**src/hw/pin_status_pkg.sv**
```systemverilog
// package: register map, field codes and ahb codes for the pin/status block
package pin_status_pkg;
    // register byte addresses (printed offsets are not all multiples of four)
    localparam logic [7:0]  IDX_PINS_LO      = 8'h37;
    localparam logic [7:0]  IDX_PINS_HI      = 8'h38;
    localparam logic [7:0]  IDX_LOCK_CLEAR   = 8'h39;
    localparam logic [7:0]  IDX_STATUS       = 8'h3A;
    localparam logic [7:0]  IDX_OUT_FORMAT   = 8'h3E;
    localparam logic [9:0]  ADDR_PINS_LO     = {IDX_PINS_LO, 2'b00};
    localparam logic [9:0]  ADDR_PINS_HI     = {IDX_PINS_HI, 2'b00};
    localparam logic [9:0]  ADDR_LOCK_CLEAR  = {IDX_LOCK_CLEAR, 2'b00};
    localparam logic [9:0]  ADDR_STATUS      = {IDX_STATUS, 2'b00};
    localparam logic [9:0]  ADDR_OUT_FORMAT  = {IDX_OUT_FORMAT, 2'b00};
    localparam logic [9:0]  ADDR_PIN_INPUTS  = 10'h104;
    localparam int          ADDR_W           = 10;
    // reset values
    localparam logic [7:0]  PINS_RESET       = 8'hFF;
    localparam logic [7:0]  CLEAR_RESET      = 8'h00;
    localparam logic [2:0]  FORMAT_RESET     = 3'h0;
    // field layout
    localparam int          NUM_PINS         = 8;
    localparam int          FIELD_W          = 2;
    localparam int          CLEAR_BIT        = 0;
    localparam int          ST_SOURCE        = 0;
    localparam int          ST_HLOCK         = 1;
    localparam int          ST_VLOCK         = 2;
    localparam int          ST_SCLOCK        = 3;
    localparam int          ST_LOST          = 4;
    localparam int          ST_RATE50        = 5;
    localparam int          ST_LINEALT       = 6;
    localparam int          ST_PEAK          = 7;
    // pin function codes
    localparam logic [1:0]  FN_LOW           = 2'h0;
    localparam logic [1:0]  FN_HIGH          = 2'h1;
    localparam logic [1:0]  FN_RESERVED      = 2'h2;
    localparam logic [1:0]  FN_INPUT         = 2'h3;
    // output format code that frees the pins for general-purpose use
    localparam logic [2:0]  FMT_TEN_BIT      = 3'h3;
    // ahb codes
    localparam logic [1:0]  HTRANS_NONSEQ    = 2'h2;
    localparam logic [2:0]  HSIZE_WORD       = 3'h2;
endpackage

```
**src/hw/pin_bus_if.sv**
```systemverilog
// interface: pin-function settings and pin levels between top and pin driver
`timescale 1ns/1ps
interface pin_bus_if;
    import pin_status_pkg::*;
    logic [2*NUM_PINS-1:0] func;
    logic                  ten_bit_mode;
    logic                  line_tick;
    logic [NUM_PINS-1:0]   pin_level;
    logic [NUM_PINS-1:0]   pin_out;
    logic [NUM_PINS-1:0]   pin_oe;
    logic [NUM_PINS-1:0]   pin_sample;
    modport ctrl (output func, ten_bit_mode, line_tick, pin_level,
                  input pin_out, pin_oe, pin_sample);
    modport drv  (input func, ten_bit_mode, line_tick, pin_level,
                  output pin_out, pin_oe, pin_sample);
endinterface

```
**src/hw/pin_driver.sv**
```systemverilog
// module: per-pin output/enable decode and line-rate input sampling
`timescale 1ns/1ps
module pin_driver
    import pin_status_pkg::*;
(
    // clock and reset
    input  wire logic hclk,
    input  wire logic hresetn,
    // settings and pins
    pin_bus_if.drv    pb
);
    logic [NUM_PINS-1:0] out_next;
    logic [NUM_PINS-1:0] oe_next;
    logic [NUM_PINS-1:0] out_reg;
    logic [NUM_PINS-1:0] oe_reg;
    logic [NUM_PINS-1:0] smp_next;
    logic [NUM_PINS-1:0] smp_reg;

    function automatic logic [1:0] field_of(input logic [2*NUM_PINS-1:0] f,
                                             input int i);
        return f[i*FIELD_W +: FIELD_W];
    endfunction

    always_comb begin
        out_next = '0;
        oe_next  = '0;
        smp_next = smp_reg;
        for (int i = 0; i < NUM_PINS; i++) begin
            // pins stay with video data outside 10-bit mode
            if (pb.ten_bit_mode) begin
                unique case (field_of(pb.func, i))
                    FN_LOW: begin
                        oe_next[i] = 1'b1;
                    end
                    FN_HIGH: begin
                        oe_next[i]  = 1'b1;
                        out_next[i] = 1'b1;
                    end
                    // reserved code treated as input: never drives
                    default: begin
                        oe_next[i] = 1'b0;
                    end
                endcase
                if (pb.line_tick &&
                    field_of(pb.func, i) == FN_INPUT) begin
                    smp_next[i] = pb.pin_level[i];
                end
            end
        end
    end

    always_ff @(posedge hclk or negedge hresetn) begin
        if (!hresetn) begin
            out_reg <= '0;
            oe_reg  <= '0;
            smp_reg <= '0;
        end else begin
            out_reg <= out_next;
            oe_reg  <= oe_next;
            smp_reg <= smp_next;
        end
    end

    assign pb.pin_out    = out_reg;
    assign pb.pin_oe     = oe_reg;
    assign pb.pin_sample = smp_reg;

    chk_input_no_drive: assert property (
        @(posedge hclk) disable iff (!hresetn)
        (field_of(pb.func, 0) == FN_INPUT) |=> !pb.pin_oe[0])
        else $error("input pin 0 is driven");
    chk_high_drives_one: assert property (
        @(posedge hclk) disable iff (!hresetn)
        (pb.ten_bit_mode && field_of(pb.func, 0) == FN_HIGH)
        |=> (pb.pin_oe[0] && pb.pin_out[0]))
        else $error("pin 0 not driven high");
    chk_mode_gates_pins: assert property (
        @(posedge hclk) disable iff (!hresetn)
        !pb.ten_bit_mode |=> (pb.pin_oe == '0))
        else $error("pin driven outside 10-bit mode");
    cov_pin_low: cover property (
        @(posedge hclk) pb.pin_oe[1] && !pb.pin_out[1]);
endmodule // pin_driver

```
**src/hw/pin_function_and_lock_status.sv**
```systemverilog
// module: ahb-lite register bank for aux pin functions and lock status
//
// Summary of operation
// - code 11 is input and reset value, FFh; code 10 reserved
// - writing 1 to bit 0 of 39h clears lost-lock flag
// - writing 0 to 39h bit 0 does nothing; resets 00h; bits 7:1 reserved
// - lost-lock bit 4 is sticky until cleared by software
// - status bit 3 shows colour subcarrier lock
// - status bit 2 shows vertical sync lock
// - status bit 1 shows horizontal sync lock
// - bit 7 peak white detected; bit 0 source kind, 1 for VCR
// - bit 6 line-alternating; bit 5 field rate, 1 for 50 Hz
// - in 10-bit mode only, input pins sampled into read-only bits once per video line
// - 10-bit mode is output format code 011
`timescale 1ns/1ps
module pin_function_and_lock_status
    import pin_status_pkg::*;
(
    // ahb-lite slave
    input  wire logic        hclk,
    input  wire logic        hresetn,
    input  wire logic        hsel,
    input  wire logic [31:0] haddr,
    input  wire logic [1:0]  htrans,
    input  wire logic        hwrite,
    input  wire logic [2:0]  hsize,
    input  wire logic [31:0] hwdata,
    input  wire logic        hready,
    output logic      [31:0] hrdata,
    output logic             hreadyout,
    output logic             hresp,
    // video status from the decoder core, asynchronous
    input  wire logic        peak_white,
    input  wire logic        line_alternating,
    input  wire logic        field_rate_50,
    input  wire logic        lock_lost_event,
    input  wire logic        subcarrier_locked,
    input  wire logic        vsync_locked,
    input  wire logic        hsync_locked,
    input  wire logic        source_kind_flag,
    input  wire logic        line_start,
    // aux pins 2 to 9, three signals per two-way pin
    input  wire logic [7:0]  aux_pin_in,
    output logic      [7:0]  aux_pin_out,
    output logic      [7:0]  aux_pin_oe
);
    // ------------------------------------------------------------------
    // pin and status synchronisers
    // ------------------------------------------------------------------
    localparam int SYNC_W = 17;
    logic [SYNC_W-1:0] meta_reg;
    logic [SYNC_W-1:0] sync_reg;
    logic [SYNC_W-1:0] sync_next;
    logic [SYNC_W-1:0] raw;

    assign raw = {aux_pin_in, line_start, peak_white, line_alternating,
                  field_rate_50, lock_lost_event, subcarrier_locked,
                  vsync_locked, hsync_locked, source_kind_flag};
    assign sync_next = meta_reg;

    always_ff @(posedge hclk or negedge hresetn) begin
        if (!hresetn) begin
            meta_reg <= '0;
            sync_reg <= '0;
        end else begin
            meta_reg <= raw;
            sync_reg <= sync_next;
        end
    end

    logic       s_source;
    logic       s_hlock;
    logic       s_vlock;
    logic       s_sclock;
    logic       s_lost_evt;
    logic       s_rate50;
    logic       s_linealt;
    logic       s_peak;
    logic       s_line;
    logic [7:0] s_pins;
    assign {s_pins, s_line, s_peak, s_linealt, s_rate50, s_lost_evt,
            s_sclock, s_vlock, s_hlock, s_source} = sync_reg;

    // one-cycle line tick from the synchronised line marker
    logic line_d_reg;
    logic line_d_next;
    assign line_d_next = s_line;
    always_ff @(posedge hclk or negedge hresetn) begin
        if (!hresetn) begin
            line_d_reg <= 1'b0;
        end else begin
            line_d_reg <= line_d_next;
        end
    end

    // ------------------------------------------------------------------
    // ahb-lite address phase capture
    // ------------------------------------------------------------------
    logic            wr_pend_reg;
    logic            wr_pend_next;
    logic            rd_pend_reg;
    logic            rd_pend_next;
    logic [ADDR_W-1:0] addr_reg;
    logic [ADDR_W-1:0] addr_next;
    logic            take;

    // only aligned word transfers are honoured; others become no-ops
    assign take = hsel && hready && htrans == HTRANS_NONSEQ &&
                  hsize == HSIZE_WORD;

    // carrier to the pin driver; the read mux below reads its samples
    pin_bus_if pb ();

    // ------------------------------------------------------------------
    // registers
    // ------------------------------------------------------------------
    logic [7:0]  pins_lo_reg;
    logic [7:0]  pins_lo_next;
    logic [7:0]  pins_hi_reg;
    logic [7:0]  pins_hi_next;
    logic [2:0]  format_reg;
    logic [2:0]  format_next;
    logic        lost_reg;
    logic        lost_next;
    logic [31:0] rdata_reg;
    logic [31:0] rdata_next;
    logic        clear_hit;

    function automatic logic hit(input logic [ADDR_W-1:0] a,
                                 input logic [ADDR_W-1:0] r);
        return a == r;
    endfunction

    assign clear_hit = wr_pend_reg && hit(addr_reg, ADDR_LOCK_CLEAR) &&
                       hwdata[CLEAR_BIT];

    always_comb begin
        wr_pend_next = take && hwrite;
        rd_pend_next = take && !hwrite;
        addr_next    = take ? haddr[ADDR_W-1:0] : addr_reg;
        pins_lo_next = pins_lo_reg;
        pins_hi_next = pins_hi_reg;
        format_next  = format_reg;
        rdata_next   = '0;
        if (wr_pend_reg) begin
            if (hit(addr_reg, ADDR_PINS_LO)) begin
                pins_lo_next = hwdata[7:0];
            end
            if (hit(addr_reg, ADDR_PINS_HI)) begin
                pins_hi_next = hwdata[7:0];
            end
            if (hit(addr_reg, ADDR_OUT_FORMAT)) begin
                format_next = hwdata[2:0];
            end
        end
        // event set wins over a clear in the same cycle
        lost_next = lost_reg;
        if (clear_hit) begin
            lost_next = 1'b0;
        end
        if (s_lost_evt) begin
            lost_next = 1'b1;
        end
        if (take && !hwrite) begin
            unique case (haddr[ADDR_W-1:0])
                ADDR_PINS_LO:    rdata_next[7:0] = pins_lo_reg;
                ADDR_PINS_HI:    rdata_next[7:0] = pins_hi_reg;
                ADDR_OUT_FORMAT: rdata_next[2:0] = format_reg;
                // command register reads back its reset value
                ADDR_LOCK_CLEAR: rdata_next[7:0] = CLEAR_RESET;
                ADDR_STATUS: begin
                    rdata_next[ST_PEAK]    = s_peak;
                    rdata_next[ST_LINEALT] = s_linealt;
                    rdata_next[ST_RATE50]  = s_rate50;
                    rdata_next[ST_LOST]    = lost_next;
                    rdata_next[ST_SCLOCK]  = s_sclock;
                    rdata_next[ST_VLOCK]   = s_vlock;
                    rdata_next[ST_HLOCK]   = s_hlock;
                    rdata_next[ST_SOURCE]  = s_source;
                end
                ADDR_PIN_INPUTS: rdata_next[7:0] = pb.pin_sample;
                default:         rdata_next = '0;
            endcase
        end
    end

    always_ff @(posedge hclk or negedge hresetn) begin
        if (!hresetn) begin
            wr_pend_reg <= 1'b0;
            rd_pend_reg <= 1'b0;
            addr_reg    <= '0;
            pins_lo_reg <= PINS_RESET;
            pins_hi_reg <= PINS_RESET;
            format_reg  <= FORMAT_RESET;
            lost_reg    <= 1'b0;
            rdata_reg   <= '0;
        end else begin
            wr_pend_reg <= wr_pend_next;
            rd_pend_reg <= rd_pend_next;
            addr_reg    <= addr_next;
            pins_lo_reg <= pins_lo_next;
            pins_hi_reg <= pins_hi_next;
            format_reg  <= format_next;
            lost_reg    <= lost_next;
            rdata_reg   <= rdata_next;
        end
    end

    // zero-wait slave, always OKAY
    assign hrdata    = rdata_reg;
    assign hreadyout = 1'b1;
    assign hresp     = 1'b0;

    // ------------------------------------------------------------------
    // pin driver
    // ------------------------------------------------------------------
    assign pb.func         = {pins_hi_reg, pins_lo_reg};
    assign pb.ten_bit_mode = format_reg == FMT_TEN_BIT;
    assign pb.line_tick    = s_line && !line_d_reg;
    assign pb.pin_level    = s_pins;

    pin_driver u_pin_driver (
        .hclk    (hclk),
        .hresetn (hresetn),
        .pb      (pb)
    );
    assign aux_pin_out = pb.pin_out;
    assign aux_pin_oe  = pb.pin_oe;

    // ------------------------------------------------------------------
    // checks
    // ------------------------------------------------------------------
    chk_lost_sticky: assert property (
        @(posedge hclk) disable iff (!hresetn)
        (lost_reg && !clear_hit) |=> lost_reg)
        else $error("lost-lock flag dropped without clear");
    chk_lost_sets: assert property (
        @(posedge hclk) disable iff (!hresetn)
        s_lost_evt |=> lost_reg)
        else $error("lost-lock event not caught");
    chk_clear_works: assert property (
        @(posedge hclk) disable iff (!hresetn)
        (clear_hit && !s_lost_evt) |=> !lost_reg)
        else $error("clear did not clear lost-lock flag");
    chk_zero_no_clear: assert property (
        @(posedge hclk) disable iff (!hresetn)
        (wr_pend_reg && hit(addr_reg, ADDR_LOCK_CLEAR) &&
         !hwdata[CLEAR_BIT] && lost_reg) |=> lost_reg)
        else $error("writing zero cleared the flag");
    chk_status_hlock: assert property (
        @(posedge hclk) disable iff (!hresetn)
        (take && !hwrite && haddr[ADDR_W-1:0] == ADDR_STATUS)
        |=> hrdata[ST_HLOCK] == $past(s_hlock))
        else $error("hsync lock bit wrong");
    chk_status_vlock: assert property (
        @(posedge hclk) disable iff (!hresetn)
        (take && !hwrite && haddr[ADDR_W-1:0] == ADDR_STATUS)
        |=> hrdata[ST_VLOCK] == $past(s_vlock))
        else $error("vsync lock bit wrong");
    chk_status_sclock: assert property (
        @(posedge hclk) disable iff (!hresetn)
        (take && !hwrite && haddr[ADDR_W-1:0] == ADDR_STATUS)
        |=> hrdata[ST_SCLOCK] == $past(s_sclock))
        else $error("subcarrier lock bit wrong");
    chk_pin_write: assert property (
        @(posedge hclk) disable iff (!hresetn)
        (wr_pend_reg && hit(addr_reg, ADDR_PINS_HI))
        |=> pins_hi_reg == $past(hwdata[7:0]))
        else $error("pin function write lost");
    chk_pin_write_lo: assert property (
        @(posedge hclk) disable iff (!hresetn)
        (wr_pend_reg && hit(addr_reg, ADDR_PINS_LO))
        |=> pins_lo_reg == $past(hwdata[7:0]))
        else $error("low pin function write lost");
    chk_status_source: assert property (
        @(posedge hclk) disable iff (!hresetn)
        (take && !hwrite && haddr[ADDR_W-1:0] == ADDR_STATUS)
        |=> (hrdata[ST_PEAK] == $past(s_peak) &&
             hrdata[ST_SOURCE] == $past(s_source)))
        else $error("peak white or source bit wrong");
    chk_status_video: assert property (
        @(posedge hclk) disable iff (!hresetn)
        (take && !hwrite && haddr[ADDR_W-1:0] == ADDR_STATUS)
        |=> (hrdata[ST_LINEALT] == $past(s_linealt) &&
             hrdata[ST_RATE50] == $past(s_rate50)))
        else $error("line-alternating or field rate bit wrong");
    chk_clear_reads_zero: assert property (
        @(posedge hclk) disable iff (!hresetn)
        (rd_pend_reg && hit(addr_reg, ADDR_LOCK_CLEAR)) |-> hrdata == '0)
        else $error("clear register did not read zero");
    chk_lost_readback: assert property (
        @(posedge hclk) disable iff (!hresetn)
        (rd_pend_reg && hit(addr_reg, ADDR_STATUS))
        |-> hrdata[ST_LOST] == lost_reg)
        else $error("lost-lock bit read back wrong");
    chk_pin_inputs_read: assert property (
        @(posedge hclk) disable iff (!hresetn)
        (rd_pend_reg && hit(addr_reg, ADDR_PIN_INPUTS))
        |-> hrdata[7:0] == $past(pb.pin_sample))
        else $error("pin input samples read back wrong");
    cov_clear: cover property (@(posedge hclk) clear_hit && lost_reg);
    cov_ten_bit: cover property (@(posedge hclk) pb.ten_bit_mode);
    cov_status_read: cover property (@(posedge hclk)
        rd_pend_reg && hit(addr_reg, ADDR_STATUS));
endmodule // pin_function_and_lock_status

```
**config.mk**
```make
export PLATFORM = sky130hd
export DESIGN_NAME = pin_function_and_lock_status
export DESIGN_NICKNAME = d
export VERILOG_FILES = /design/src/hw/pin_status_pkg.sv /design/src/hw/pin_bus_if.sv /design/src/hw/pin_driver.sv /design/src/hw/pin_function_and_lock_status.sv
export SDC_FILE = /design/constraint.sdc
export NUM_CORES = 1
export LEC_CHECK = 0
export BUFFER_PORTS_ARGS = -buffer_cell sky130_fd_sc_hd__buf_2
export CAP_MARGIN = 20
export CORE_ASPECT_RATIO = 0.7
export CORE_UTILIZATION = 41
export CTS_BUF_LIST = sky130_fd_sc_hd__clkbuf_4
export DETAILED_ROUTE_END_ITERATION = 6
export PLACE_DENSITY = 0.71
export REMOVE_ABC_BUFFERS = 1
export SLEW_MARGIN = 10
export SYNTH_ARGS = -nofsm -noshare
export SYNTH_HDL_FRONTEND = slang
export SYNTH_HIERARCHICAL = 1
export SYNTH_SLANG_ARGS = --single-unit
```
**constraint.sdc**
```tcl
create_clock -name hclk -period 1.66 [get_ports hclk]
set_clock_uncertainty 0.1 [all_clocks]
set_input_delay 0.083 -clock hclk [delete_from_list [all_inputs] [get_ports hclk]]
set_output_delay 0.083 -clock hclk [all_outputs]
set_load 0.02 [all_outputs]
```
== After elaboration in Yosys (flattened, before gate mapping) ==
Index checks and enable logic that the tools add are counted.

* Register bits: 122
* Logic and storage cells: 130

* Eq/ne operators: 28
* Reductions and logical operators: 45
* Muxes and demuxes: 37

{| class="wikitable"
|+ Operator list
! kind !! number
|-
| 10-bit by 8-bit == test with 1-bit output (second input constant) || 8
|-
| 1-bit 2-to-1 mux || 34
|-
| 2-bit AND reduction || 11
|-
| 5-bit one-hot mux with 4 select lines || 1
|-
| 2-bit == test (second input constant) || 9
|-
| 2-bit by 1-bit == test with 1-bit output (second input constant) || 8
|-
| 1-bit logical AND || 16
|-
| 2-bit zero test || 8
|-
| 2-bit OR reduction || 8
|-
| 3-bit one-hot mux with 5 select lines || 1
|-
| 10-bit by 9-bit == test with 1-bit output (second input constant) || 1
|-
| 8-bit 2-to-1 mux || 1
|-
| 3-bit by 2-bit == test with 1-bit output (second input constant) || 2
|-
| 1-bit zero test || 2
|}

== Depth between registers and ports, before layout ==
* Depth in word-level cells: 7
* Gate-level depth with buffers: 5

== Modules after synthesis ==
The synthesis kept the hierarchy.

{| class="wikitable"
|+ By module, submodules not included
! module !! times used !! area an instance (sq um) !! cells an instance !! seq. area each (sq um)
|-
| pin_function_and_lock_status || 1 || 2937.8 || 204 || 1871.8
|-
| pin_driver || 1 || 877.1 || 58 || 600.6
|}

== Worst setup path after synthesis ==
OpenSTA, ideal clock, no wires.

* Path type: register to register
* Start: register addr_reg[8]
* End: register pins_hi_reg[0]
* Buffers on the path: 1
* Period minus slack after synthesis: 1.845 ns
* Setup time: 0.082 ns
* Data required time: 1.478 ns
* Setup slack: -0.185 ns
* Cell stages (with the launch flop): 6
* Arrival: 1.662 ns
* Cell sequence: dfrtp_1 nor4b_2 nand4_1 or4_1 buf_2 mux2_2

* Word-level cells in the longest chain between the ends: 2

{| class="wikitable"
|+ Ends and longest elaborated chain
! element !! RTL line !! source
|-
| from (decl) || pin_function_and_lock_status.sv:103 || <nowiki>logic [ADDR_W-1:0] addr_reg;</nowiki>
|-
| from (signal assigned) || pin_function_and_lock_status.sv:200 || <nowiki>addr_reg <= addr_next;</nowiki>
|-
| 10-bit by 8-bit == test with 1-bit output || pin_function_and_lock_status.sv:131 || <nowiki>return a == r;</nowiki>
|-
| 2-bit AND reduction (no source line) || -- ||
|-
| to (signal assigned) || pin_function_and_lock_status.sv:202 || <nowiki>pins_hi_reg <= pins_hi_next;</nowiki>
|-
| to (decl) || pin_function_and_lock_status.sv:119 || <nowiki>logic [7:0] pins_hi_reg;</nowiki>
|}

No other way between the ends.
A chain may end at the register's enable or synchronous reset.

== Worst setup path after layout ==
* Start: register addr_reg[8]
* End: register pins_hi_reg[6]

Same word-level chain as after synthesis.

==> results.py <==
metrics = {
    "critical_path": {
        "arrival_ps": 2200,
        "cp-end-kind": "register",
        "worstSetupStartpointType": "register",
        "crit_required_ps": 1950,
        "critical_path_class": "reg2reg",
        "path_max_fanout": 8,
    },
    "sta": {
        "min_period_ps": 1910,
        "fin_crit_sh_pct": 115,
        "finalHoldViolCount": 0,
        "setup_viol_count_final": 20,
        "slew_violations": 0,
        "rsz0062_at_grt": "true",
        "setup_ws_ps": -254,
        "clock.fmax_mhz": 523,
        "setup_tns_ps": -2740,
    },
    "pwr": {
        "vdd_drop_max_mv": 0.545,
        "clkPwrFrac_pct": 34.2,
        "leakage_nw": 2.43,
        "p_int_mw": 3.42,
        "pwr-share-seq_pct": 57.4,
        "p_comb_share_pct": 8.5,
        "power_switching_mw": 1.00,
        "switching_share_pct": 22.7,
        "power_density_nw_per_um2": 865,
    },
    "logic_synthesis": {
        "yosysWarnings": 6,
        "syn_area_sq_um": 3810,
        "ys_seq_area_share_pct": 64.8,
        "synth.avg_cell_area_sq_um": 14.6,
        "synth.distinct_cells": 43,
        "syn_inst": 262,
        "synth_seq_cells": 98,
    },
    "drt": {
        "ant_nets": 0,
        "dr.pass1.iters": 5,
        "drt_iter0_markers": 152,
        "drt_wl_total_um": 7910,
        "drc": 0,
        "vias_per_cell": 4.74,
        "vias": 2528,
        "wl_per_cell_um": 14.8,
    },
    "grt": {
        "grt_pass1_vias": 2598,
        "antenna_found_initial": 0,
        "gr-usage-all-layers_pct": 18.0,
        "grt_max_degree": 26,
        "grt-ovfl-total": 0,
        "grt_pass1_wl_um": 12700,
    },
    "outcome": {
        "outcome": "complete, but fails checks",
        "violations": "negative setup slack",
    },
    "final_layout": {
        "fill_cells": 748,
        "final_layout_size_suffix_gt1_share_pct": 43.5,
        "finalCoreUtilization_pct": 56.6,
        "n_antenna_cell": 0,
        "fin_nets": 495,
        "syn_to_final_growth_pct": 34.0,
    },
    "floorplanning": {
        "io_pins": 141,
        "fp.dieH_um": 82.7,
        "die_w_um": 117,
        "start_util_pct": 42.2,
        "coreArea_sq_um": 9030,
        "num_rows": 29,
        "die_area_sq_um": 9700,
    },
    "placed_design": {
        "dpl.hpwl_um": 5510,
        "gp_congestion": 0.819,
        "portBuffers": 68,
    },
    "hold_path": {
        "hp-class": "in2async",
    },
    "clock_network": {
        "htreeDepth": 3,
        "cts_buffer_depth": 2,
        "clk_pin_slew_ps": 140,
        "cts_buffers": 9,
        "cts_tree": "built",
        "clock_latency_ps": 440,
        "cts-root-buf": "clkbuf_4",
        "cts.sinks": 98,
    },
    "run": {
        "drv_cap": 0,
    },
}
-- final timing paths --
| path | startpoint | slack, ps | end | depth (start not counted) |
|---|---|---|---|---|
| min in group hclk | haddr[0] | 70 | hrdata[0] | 5 |
| max | addr_reg[8] | -250 | pins_hi_reg[6] | 5 |
| min | hresetn | 9 | meta_reg[8] | 2 |
| min reg2reg | meta_reg[8] | 260 | sync_reg[8] | 0 |
| max in group asynchronous | hresetn | 450 | u_pin_driver/pb.pin_sample[2] | 3 |
| max reg2reg | addr_reg[8] | -250 | pins_hi_reg[6] | 5 |
-- metrics by stage --
stage / cell area [sq um] / instances / setup slack (ps) / total power, mW / hold WS [ps]
2_1_floorplan: 3670 / 254 / -232 / 2.69 / -313
3_3_place_gp: 4390 / 474 / -261 / 2.86 / -33.5
3_5_place_dp: 4390 / 474 / -296 / 2.87 / -30.2
4_1_cts: 5060 / 532 / -258 / 4.45 / 29.9
5_1_grt: 5110 / 533 / -353 / 4.61 / 9.89
6_report: 5110 / 533 / -254 / 4.42 / 8.95
-- cell usage after synthesis (all sizes together) --
master | n | share of area [%]
a2111oi | 1 | 0.23
a21oi | 7 | 0.92
a222oi | 1 | 0.26
a22oi | 10 | 2.0
a31oi | 1 | 0.16
and2 | 8 | 1.3
and3b | 1 | 0.23
buf | 30 | 6.0
clkbuf | 2 | 0.20
conb | 2 | 0.20
dfrtp | 82 | 54
dfstp | 16 | 11
inv | 2 | 0.20
mux2 | 37 | 11
mux2i | 3 | 0.79
nand2 | 9 | 0.89
nand2b | 3 | 0.49
nand3b | 1 | 0.20
nand4 | 10 | 2.0
nand4bb | 1 | 0.30
nor2 | 1 | 0.098
nor2b | 11 | 1.8
nor3 | 4 | 0.66
nor4 | 6 | 1.9
nor4b | 2 | 0.62
o221ai | 1 | 0.23
o22a | 1 | 0.23
o2bb2ai | 3 | 0.69
o311ai | 2 | 0.66
or2 | 1 | 0.16
or3 | 1 | 0.30
or3b | 1 | 0.23
or4 | 1 | 0.20
-- critical path: stages, from the launching register on --
cell and delay [ps]:
dfrtp_1 430, nor4b_4 310, nand4_1 160, or4_1 440, buf_6 160, mux2_2 270
-- power by group through the flow --
stage | Sequential (mW) | Combinational [mW] | Clock [mW]
after floorplan | 2.56 | 0.131 | 0
after global placement | 2.57 | 0.290 | 0
after detailed placement | 2.58 | 0.297 | 0
after CTS | 2.54 | 0.376 | 1.54
after global routing | 2.55 | 0.416 | 1.65
final | 2.54 | 0.375 | 1.51
-- repair_timing --
item                                    4_1_cts  5_1_grt
endpoints found under the setup margin       19       39
cloned                                        0        0
gates resized for setup                      16        8
hold endpoints to repair                    148        0
pin swaps                                     5        4
buffers inserted                              1        3
hold buffers                                 41        0
-- layout by cell type, fill, tap and decap left out, drive strengths merged, types with 3 or more instances in the layout --
cell type and n:
mux2 37, dfstp 16, dfrtp 82, nand4 10
nor4 6, bufinv 3, and2 8, buf 99
nand2b 3, conb 26, o2bb2ai 3, a21oi 7
mux2i 3, nor3 4, a22oi 10, dlygate4sd3 40
nor2b 11, clkbuf 9, nand2 9
-- routing by layer --
layer,up-vias,wire [um],track usage [%]
met1,1269,3630,24.0
met2,85,3720,28.1
met3,11,456,5.11
met4,0,97,6.71
li1,1163,-,-
met5,-,0,0
-- cell type report --
cell class | count | area (sq um) | area share (%)
Sequential cell | 98 | 2470 | 48.3
Multi-Input combinational cell | 154 | 1290 | 25.2
Timing Repair Buffer | 139 | 1000 | 19.6
Tap cell | 124 | 155 | 3.03
Clock inverter | 7 | 118 | 2.30
Clock buffer | 9 | 67.6 | 1.32
Inverter | 2 | 7.51 | 0.147
-- kinds of logic after synthesis --
| logic type | Yosys count | share of synthesized area (%) |
|---|---|---|
| multiplexers | 40 | 11.9 |
| other | 2 | 0.197 |
| flip-flops | 98 | 64.8 |
| buffers and inverters | 34 | 6.36 |
| AND/OR/NAND/NOR | 61 | 11.4 |
| AO/OA/AOI/OAI | 27 | 5.35 |
Power figures use the tool's default switching activity.
